==> config.mk <==
export PLATFORM = sky130hd
export DESIGN_NAME = rxi_reset_irq
export DESIGN_NICKNAME = d
export VERILOG_FILES = /design/src/logic/rxi_pkg.sv /design/src/logic/rxi_edge_det.sv /design/src/logic/rxi_reset_irq.sv
export SDC_FILE = /design/constraint.sdc
export NUM_CORES = 1
export LEC_CHECK = 0
export BUFFER_PORTS_ARGS = -buffer_cell sky130_fd_sc_hd__buf_2
export CORE_UTILIZATION = 50
export CTS_BUF_LIST = sky130_fd_sc_hd__clkbuf_2
export DETAILED_ROUTE_END_ITERATION = 10
export GPL_TIMING_DRIVEN = 0
export PLACE_DENSITY = 0.8
export SLEW_MARGIN = 0
export SYNTH_ARGS = -nofsm -noshare
export SYNTH_HDL_FRONTEND = slang
export SYNTH_SLANG_ARGS = --single-unit
export TNS_END_PERCENT = 5
==> constraint.sdc <==
create_clock -name core_clk -period 2.3 [get_ports core_clk]
set_clock_uncertainty 0.1 [all_clocks]
set_input_delay 0.46 -clock core_clk [delete_from_list [all_inputs] [get_ports core_clk]]
set_output_delay 0.46 -clock core_clk [all_outputs]
set_load 0.005 [all_outputs]
==> src/logic/rxi_pkg.sv <==
// Constants shared by the reset and external interrupt front end
package rxi_pkg;
  localparam int unsigned RXI_CLK_PERIOD_NS = 10;
  localparam int unsigned RXI_WD_PULSE_CYCLES = 8;
  localparam logic [3:0] RXI_WD_PULSE_LAST = 4'(RXI_WD_PULSE_CYCLES - 1);
  localparam logic [15:0] RXI_RESET_VECTOR = 16'h0000;
  localparam logic RXI_POL_FALLING = 1'b0;
  localparam logic RXI_POL_RISING = 1'b1;
  localparam logic [1:0] RXI_SYNC_RESET = 2'h3;

  typedef enum logic [1:0] {
    RXI_ST_RUN = 2'b00,
    RXI_ST_HALT = 2'b01,
    RXI_ST_WDPULSE = 2'b10
  } rxi_state_t;
endpackage : rxi_pkg

==> src/logic/rxi_edge_det.sv <==
// Synchroniser and edge detector for one external interrupt pin
`timescale 1ns/1ps
module rxi_edge_det
  import rxi_pkg::*;
(
  input wire logic core_clk,
  input wire logic rst_b,
  input wire logic pin_in,
  input wire logic rise_sel,
  input wire logic enable,
  output logic req
);
  typedef struct packed {
    logic [2:0] fill;
    logic [1:0] sync;
    logic prev;
    logic req;
  } rxi_ed_t;

  rxi_ed_t st_ff;
  rxi_ed_t nxt_st_ff;

  always_comb begin
    nxt_st_ff = st_ff;
    // Idle level of the pin is unknown, so no edge counts until both samples come from it
    nxt_st_ff.fill = {st_ff.fill[1:0], 1'b1};
    nxt_st_ff.sync = {st_ff.sync[0], pin_in};
    nxt_st_ff.prev = st_ff.sync[1];
    // One request per qualified edge; new level is held, so the sample pair sees it once
    if (rise_sel == RXI_POL_RISING) begin
      nxt_st_ff.req = enable && st_ff.fill[2] && st_ff.sync[1] && !st_ff.prev;
    end else begin
      nxt_st_ff.req = enable && st_ff.fill[2] && !st_ff.sync[1] && st_ff.prev;
    end
  end

  always_ff @(posedge core_clk or negedge rst_b) begin
    if (!rst_b) begin
      st_ff <= '{fill: 3'h0, sync: RXI_SYNC_RESET, prev: 1'b1, req: 1'b0};
    end else begin
      st_ff <= nxt_st_ff;
    end
  end

  assign req = st_ff.req;
endmodule : rxi_edge_det

==> src/logic/rxi_reset_irq.sv <==
// Reset pin control and external interrupt front end
// ==========================================================
`timescale 1ns/1ps
module rxi_reset_irq
  import rxi_pkg::*;
(
  input wire logic core_clk,
  input wire logic rst_b,
  input wire logic system_reset_pin_in,
  output logic system_reset_pin_out,
  output logic system_reset_pin_oe,
  input wire logic wd_overflow,
  output logic core_halt,
  output logic pc_force_zero,
  output logic [15:0] fetch_addr,
  output logic fetch_start,
  input wire logic global_irq_mask,
  input wire logic nmi_b_pin,
  output logic nmi_req,
  input wire logic user_irq_one_pin_in,
  output logic user_irq_one_pin_out,
  output logic user_irq_one_pin_oe,
  input wire logic irq_one_rise_sel,
  input wire logic irq_one_gpio_mode,
  input wire logic port_a_bit2_io_dir,
  input wire logic port_a_bit2_io_out,
  output logic port_a_bit2_io_in,
  output logic user_irq_one_req,
  input wire logic user_irq_two_pin,
  input wire logic irq_two_rise_sel,
  output logic user_irq_two_req,
  output logic conv_start_req,
  output logic user_irq_req_masked
);
  // ==========================================================
  // State
  typedef struct packed {
    rxi_state_t state;
    logic [3:0] cnt;
    logic [1:0] rst_sync;
    logic [1:0] nmi_sync;
    logic nmi_prev;
    logic nmi_fell;
    logic nmi_req;
    logic fetch_start;
    logic [1:0] io_sync;
    logic io_in;
    logic irq1;
    logic irq2;
  } rxi_top_t;

  rxi_top_t st_ff;
  rxi_top_t nxt_st_ff;
  logic irq1_raw;
  logic irq2_raw;

  rxi_edge_det u_irq1 (
    .core_clk(core_clk),
    .rst_b(rst_b),
    .pin_in(user_irq_one_pin_in),
    .rise_sel(irq_one_rise_sel),
    .enable(!irq_one_gpio_mode),
    .req(irq1_raw)
  );

  // Second input has no I/O mode, so its detection is always on
  rxi_edge_det u_irq2 (
    .core_clk(core_clk),
    .rst_b(rst_b),
    .pin_in(user_irq_two_pin),
    .rise_sel(irq_two_rise_sel),
    .enable(1'b1),
    .req(irq2_raw)
  );

  // ==========================================================
  // Next state
  always_comb begin
    nxt_st_ff = st_ff;
    // Reset pin is trusted only after two flops; the board may pull it at any time
    nxt_st_ff.rst_sync = {st_ff.rst_sync[0], system_reset_pin_in};
    nxt_st_ff.nmi_sync = {st_ff.nmi_sync[0], nmi_b_pin};
    nxt_st_ff.nmi_prev = st_ff.nmi_sync[1];
    nxt_st_ff.io_sync = {st_ff.io_sync[0], user_irq_one_pin_in};
    nxt_st_ff.io_in = st_ff.io_sync[1];
    nxt_st_ff.fetch_start = 1'b0;
    nxt_st_ff.irq1 = irq1_raw;
    nxt_st_ff.irq2 = irq2_raw;
    // Falling edge arms, next low sample confirms; mask is never consulted
    nxt_st_ff.nmi_fell = st_ff.nmi_prev && !st_ff.nmi_sync[1];
    nxt_st_ff.nmi_req = st_ff.nmi_fell && !st_ff.nmi_sync[1];
    unique case (st_ff.state)
      RXI_ST_RUN: begin
        if (wd_overflow) begin
          nxt_st_ff.state = RXI_ST_WDPULSE;
          nxt_st_ff.cnt = 4'h0;
        end else if (!st_ff.rst_sync[1]) begin
          nxt_st_ff.state = RXI_ST_HALT;
        end
      end
      RXI_ST_WDPULSE: begin
        nxt_st_ff.cnt = st_ff.cnt + 4'h1;
        if (st_ff.cnt == RXI_WD_PULSE_LAST) begin
          nxt_st_ff.state = RXI_ST_HALT;
        end
      end
      RXI_ST_HALT: begin
        // Pin still seen low from our own pulse for two sync stages; waits it out
        if (st_ff.rst_sync[1]) begin
          nxt_st_ff.state = RXI_ST_RUN;
          nxt_st_ff.fetch_start = 1'b1;
        end
      end
      default: nxt_st_ff.state = RXI_ST_HALT;
    endcase
  end

  always_ff @(posedge core_clk or negedge rst_b) begin
    if (!rst_b) begin
      st_ff <= '{state: RXI_ST_HALT, cnt: 4'h0, rst_sync: 2'h0, nmi_sync: RXI_SYNC_RESET,
                 nmi_prev: 1'b1, nmi_fell: 1'b0, nmi_req: 1'b0, fetch_start: 1'b0,
                 io_sync: 2'h0, io_in: 1'b0, irq1: 1'b0, irq2: 1'b0};
    end else begin
      st_ff <= nxt_st_ff;
    end
  end

  // ==========================================================
  // Outputs
  // Pin is only ever pulled low; the board pull-up supplies the high level
  assign system_reset_pin_out = 1'b0;
  assign system_reset_pin_oe = (st_ff.state == RXI_ST_WDPULSE);
  assign core_halt = (st_ff.state != RXI_ST_RUN);
  assign pc_force_zero = core_halt;
  assign fetch_addr = RXI_RESET_VECTOR;
  assign fetch_start = st_ff.fetch_start;
  assign nmi_req = st_ff.nmi_req;
  assign user_irq_one_pin_out = port_a_bit2_io_out;
  assign user_irq_one_pin_oe = irq_one_gpio_mode && port_a_bit2_io_dir;
  assign port_a_bit2_io_in = st_ff.io_in;
  assign user_irq_one_req = st_ff.irq1;
  assign user_irq_two_req = st_ff.irq2;
  assign conv_start_req = st_ff.irq2;
  assign user_irq_req_masked = (st_ff.irq1 || st_ff.irq2) && !global_irq_mask;

  // ==========================================================
  // Checks
  // Delays below count two sync flops, the edge register and the request register
  a_wd_pulse_len: assert property (@(posedge core_clk) disable iff (!rst_b)
    $rose(system_reset_pin_oe) |-> system_reset_pin_oe [*8] ##1 !system_reset_pin_oe)
    else $error("reset pulse not eight cycles");
  a_wd_starts: assert property (@(posedge core_clk) disable iff (!rst_b)
    (wd_overflow && st_ff.state == RXI_ST_RUN) |=> system_reset_pin_oe && core_halt)
    else $error("watchdog did not drive reset");
  a_halt_on_rst: assert property (@(posedge core_clk) disable iff (!rst_b)
    (!st_ff.rst_sync[1] && !wd_overflow) |=> core_halt && pc_force_zero)
    else $error("core not halted in reset");
  a_fetch_zero: assert property (@(posedge core_clk) disable iff (!rst_b)
    $fell(core_halt) |-> fetch_start && fetch_addr == 16'h0000)
    else $error("restart not at zero");
  a_nmi_unmasked: assert property (@(posedge core_clk) disable iff (!rst_b)
    (st_ff.nmi_prev && !st_ff.nmi_sync[1]) ##1 !st_ff.nmi_sync[1] |=> nmi_req)
    else $error("nmi missed");
  a_nmi_cause: assert property (@(posedge core_clk) disable iff (!rst_b)
    nmi_req |-> !$past(nmi_b_pin, 3) && !$past(nmi_b_pin, 4) && $past(nmi_b_pin, 5))
    else $error("nmi without low level");
  a_irq1_once: assert property (@(posedge core_clk) disable iff (!rst_b)
    user_irq_one_req |=> !user_irq_one_req)
    else $error("double irq1 request");
  a_irq1_gpio: assert property (@(posedge core_clk) disable iff (!rst_b)
    irq_one_gpio_mode [*2] |=> !user_irq_one_req)
    else $error("irq1 fired in io mode");
  a_irq2_start: assert property (@(posedge core_clk) disable iff (!rst_b)
    conv_start_req |-> user_irq_two_req && ($past(irq_two_rise_sel, 2) ?
      ($past(user_irq_two_pin, 4) && !$past(user_irq_two_pin, 5)) :
      (!$past(user_irq_two_pin, 4) && $past(user_irq_two_pin, 5))))
    else $error("converter start without selected edge");
  a_irq1_edge: assert property (@(posedge core_clk) disable iff (!rst_b)
    user_irq_one_req |-> ($past(irq_one_rise_sel, 2) ?
      ($past(user_irq_one_pin_in, 4) && !$past(user_irq_one_pin_in, 5)) :
      (!$past(user_irq_one_pin_in, 4) && $past(user_irq_one_pin_in, 5))))
    else $error("irq1 without selected edge");
  a_fetch_once: assert property (@(posedge core_clk) disable iff (!rst_b)
    fetch_start |=> !fetch_start)
    else $error("restart pulse too long");
  a_halt_exit: assert property (@(posedge core_clk) disable iff (!rst_b)
    $fell(core_halt) |-> $past(st_ff.rst_sync[1]))
    else $error("core left halt with reset pin low");
  a_run_no_halt: assert property (@(posedge core_clk) disable iff (!rst_b)
    (!core_halt && st_ff.rst_sync[1] && !wd_overflow) |=> !core_halt)
    else $error("core halted without cause");
  a_wd_end: assert property (@(posedge core_clk) disable iff (!rst_b)
    $fell(system_reset_pin_oe) |-> core_halt)
    else $error("core ran at end of reset pulse");
  a_nmi_once: assert property (@(posedge core_clk) disable iff (!rst_b)
    nmi_req |=> !nmi_req)
    else $error("double nmi request");
  a_irq2_once: assert property (@(posedge core_clk) disable iff (!rst_b)
    user_irq_two_req |=> !user_irq_two_req)
    else $error("double irq2 request");
  // Input path is three registers deep; skipped while the history still reaches reset
  a_io_in: assert property (@(posedge core_clk) disable iff (!rst_b)
    $past(rst_b, 3) |-> port_a_bit2_io_in == $past(user_irq_one_pin_in, 3))
    else $error("io input level wrong");
  c_wd_reset: cover property (@(posedge core_clk) disable iff (!rst_b) $rose(system_reset_pin_oe));
  c_nmi: cover property (@(posedge core_clk) disable iff (!rst_b) nmi_req);
  c_irq1: cover property (@(posedge core_clk) disable iff (!rst_b) user_irq_one_req);
  c_irq2: cover property (@(posedge core_clk) disable iff (!rst_b) user_irq_two_req);
  c_restart: cover property (@(posedge core_clk) disable iff (!rst_b) fetch_start);
endmodule : rxi_reset_irq

# --- Yosys cells after proc, flatten, opt, wreduce, memory -nomap -nowiden ---
# Cells that the tools add are included.
totals:
  reg_bits: 33
  in_bits: 13
classes:
  n_addsub: 1
  n_mux: 11
  n_reduce_logical: 26
  n_eq_ne: 7
ops:
  columns: ["cell", "count"]
  rows:
  - ["$logic_and 1x1->1", 13]
  - ["$mux 2", 4]
  - ["$pmux 4 s2", 1]
  - ["$logic_not 1->1", 7]
  - ["$pmux 2 s3", 1]
  - ["$add 4x1->4 const B", 1]
  - ["$eq 4x3->1 const B", 1]
  - ["$mux 1", 4]
  - ["$mux 4", 1]
  - ["$ne 2x2->1 const B", 2]
  - ["$reduce_bool 2->1", 2]
  - ["$ne 3x3->1 const B", 1]
  - ["$reduce_and 3->1", 1]
  - ["$eq 2x1->1 const B", 1]
  - ["$eq 2x2->1 const B", 1]
  - ["$logic_not 2->1", 1]
  - ["$ne 2x1->1 const B", 1]
  - ["$reduce_and 2->1", 1]
  - ["$logic_or 1x1->1", 1]

# --- Longest topological paths before layout ---
logic_depth:
  word_depth: 5
  depth_mapped: 4
  depth_no_buf: 4

# --- Cells and area by module ---
# From an unflattened synthesis, not the netlist that was laid out.
hier_totals:
  hier_cells: 93
  area_unflattened_um2: 1238.7
modules_own_cells:
  columns: ["mod", "seq_area_each_um2", "area_each_um2", "n_inst", "cells_each"]
  rows:
  - ["rxi_reset_irq", 480.5, 815.8, 1, 69]
  - ["rxi_edge_det", 178.9, 211.5, 2, 12]

# --- Worst setup path after synthesis ---
# OpenSTA, ideal clock, no wires.
synth_timing:
  path_kind: "reg-to-output"
  from: "register st_ff[18] (netlist name)"
  to: "output port pc_force_zero"
  path_stages_with_launch: 4
  path_buffers: 2
  t_arrival_ns: 0.944
  setup_slack_ns: 0.796
  t_required_ns: 1.740
  cell_sequence: "dfrtp_1 -> buf_4 -> or2_2 -> buf_4"
synth_between:
  elab_chain_len: 1
synth_rtl:
  columns: ["element", "line", "rtl"]
  rows:
  - ["from (decl)", "rxi_reset_irq.sv:52", "rxi_top_t st_ff;"]
  - ["from (signal assigned)", "rxi_reset_irq.sv:120", "st_ff <= '{state: RXI_ST_HALT, cnt: 4'h0, rst_sync: 2'h0, nmi_sync: RXI_SYNC_RESET,"]
  - ["from (signal assigned)", "rxi_reset_irq.sv:124", "st_ff <= nxt_st_ff;"]
  - ["$reduce_bool 2->1", "rxi_reset_irq.sv:133", "assign core_halt = (st_ff.state != RXI_ST_RUN);"]
  - ["to (decl)", "rxi_reset_irq.sv:14", "output logic pc_force_zero,"]
# No other way between the ends.

# --- Worst setup path in the final report ---
# Ends and elaborated chain as after synthesis.

==> impl_metrics.csv <==
group,metric,value,unit
status,run_status,"complete, no violations",
floorplan,rows,17,
sta,hold_violations,0,
clock_network,post_cts_buffers,0,
finish,antenna_cells,0,
floorplan,ios,42,
global_routing,grt_pass1_wl,2560,um
clock_network,clkTransAtPathRegs,170,ps
clock_network,root_buffer,"clkbuf_2",
sta,finalMaxSlewViolations,0,
setup_path,end_kind,"output port",
floorplan,die_height,50.3,um
routing,dr.pass1.iters,4,
placed_design,port_buffers,23,
clock_network,cts_resized,0,
clock_network,postCtsHoldBufs,1,
floorplan,dieArea,2530,sq um
setup_path,worst_setup_path_start_kind,"flop",
placed_design,gp_congestion,0.698,
logic_synthesis,synth.yosys.seq_area_share,65.5,%
global_routing,track_usage,14.7,%
setup_path,cp_max_fo,8,
global_routing,grt_antenna_before_repair,0,
logic_synthesis,synthCells,89,
placed_design,dp_hpwl,1250,um
clock_network,clockBufferDepth,2,
pwr,swShare,28.8,%
routing,drt_iter0_markers,7,
pwr,power.density,844,nW/um^2
routing,postRouteAntennaNets,0,
global_routing,grt_pass1_vias,602,
logic_synthesis,ys_types,25,
sta,fin_crit,2030,ps
setup_path,worstPathRequired,1740,ps
clock_network,cts_tree,"yes",
pwr,p_int,857,uW
flow_run,maxCapViolations,0,
sta,fin_setup_tns,0,ps
routing,wl_per_cell,9.82,um
setup_path,path_class,"flop to output port",
global_routing,grt_max_degree,31,
setup_path,crit_arrival,1470,ps
pwr,p_sw,347,uW
pwr,p_seq_share,54.2,%
logic_synthesis,yosysWarnings,0,
pwr,peakVddDrop,0.000616,V
pwr,power.leakage,0.000765,uW
sta,post-route-period-util,88.1,%
clock_network,clk_latency,350,ps
clock_network,cts_buffers,5,
floorplan,start_util,52.7,%
routing,totalWireLength,1620,um
clock_network,clock_sinks,30,
global_routing,overflow,0,
floorplan,core_area,2210,sq um
finish,drive_gt1_share,50.4,%
finish,final_common_cell,"buf_2",
logic_synthesis,syn_area_per_cell,13.1,sq um
pwr,pwr-share-comb,25.4,%
logic_synthesis,syn_area,1170,sq um
routing,vias_per_cell,4.28,
routing,route.detailed.drc,0,
sta,tightest_slew,625,ps
clock_network,cts_max_level,2,
finish,final_util,64.5,%
sta,slew_headroom,58.3,%
floorplan,die_w,50.3,um
routing,vias,706,
finish,nets,150,
sta,rsz0062_at_grt,"false",
logic_synthesis,ys_ff_latch,30,
finish,mostFrequentLayoutCells,"buf_2, buf_4, dfrtp_1, conb_1, dfstp_2",
hold_path,hp-class,"input pin to flop",
sta,max_freq,494,MHz
pwr,pwr-share-clk,20.4,%
sta,setup_viol,0,
setup_path,r2r_slack,1010,ps
finish,syn_to_final_growth,22.3,%
-- worst max-delay path, stage by stage, from the launching register on --
cell     delay [ps]
dfrtp_1         400
buf_4           170
or2_2           310
buf_4           130
buf_2           110
-- synth_stat cells --
cell type,count,area [sq um]
o21ai_0,1,5.00
nand2_4,1,11.3
o22a_2,1,10.0
nand2_1,5,18.8
a21oi_1,3,15.0
nor2b_1,2,12.5
o21bai_4,1,18.8
ha_1,1,12.5
o311ai_2,1,16.3
or2_2,1,6.26
mux2i_1,1,10.0
dfrtp_1,20,500
nor2_1,6,22.5
nand3b_1,1,7.51
buf_4,21,158
dfstp_2,10,263
conb_1,2,7.51
and3b_1,1,8.76
a22o_1,2,17.5
a21boi_0,1,7.51
nor3b_1,1,7.51
inv_2,2,7.51
and2_1,1,6.26
nand3_1,2,10.0
nand2b_1,1,6.26
-- final cells by class --
cell class	count	area [sq um]
fillers	187	786
flip-flops and latches	30	763
multi-input cells	52	298
plain buffers	21	158
repair buffers	24	125
clock buffers	8	40.0
well taps	28	35.0
inverters	2	7.51
-- through the flow --
step                      total power (uW)  hold slack [ps]  area [sq um]  cells  setup WS [ps]
after floorplan                        871             64.4          1230    105            796
after global placement                 945              233          1380    156            694
after detailed placement               968              236          1380    156            678
after CTS                             1220             85.3          1430    165            259
after global routing                  1280             81.0          1430    165            214
final                                 1200              127          1430    165            274
-- flip-flops by register name (all words and copies together), names as in the netlist, 2 cells and up --
name / cells
st_ff: 9
nxt_st_ff: 5
u_irq2.nxt_st_ff: 4
u_irq1.nxt_st_ff: 2
u_irq1.st_ff: 2
-- path summary, 6_finish.rpt --
check | endpoint | start | cells past startpoint
worst max-delay path | pc_force_zero | st_ff[18] | 4
worst min-delay path | u_irq2.nxt_st_ff[3] | user_irq_two_pin | 1
worst max register to register | st_ff[15] | st_ff[13] | 4
worst min register to register | st_ff[12] | nxt_st_ff[12] | 0
max in group asynchronous | port_a_bit2_io_in | rst_b | 2
min in group asynchronous | st_ff[14] | rst_b | 2
-- power groups by stage --
stage | sequential (uW) | combinational (uW) | clock [uW]
finish | 652 | 305 | 246
global route | 661 | 342 | 279
detailed placement | 662 | 306 | 0
global placement | 655 | 289 | 0
floorplan | 651 | 220 | 0
CTS | 652 | 308 | 258
-- cell families (layout without fill, tap and decap cells) --
family                     after synthesis  count (layout)  share of synthesized area (%)
adders and majority gates                1               1                           1.07
other                                    2              18                          0.644
muxes                                    1               1                          0.858
and+or+nand+nor                         22              22                           10.1
AOI/OAI and AO/OA                       10              10                           7.73
buffers and inverters                   23              55                           14.2
DFF                                     30              30                           65.5
-- per-layer routing --
metal	global-route usage, %	wire length, um	share of wire [%]
met4	13.4	89	5.5
met3	5.15	153	9.4
met1	15.1	583	36
met5	0	0	0
met2	23.3	794	49
(Power assumes the default switching activity.)
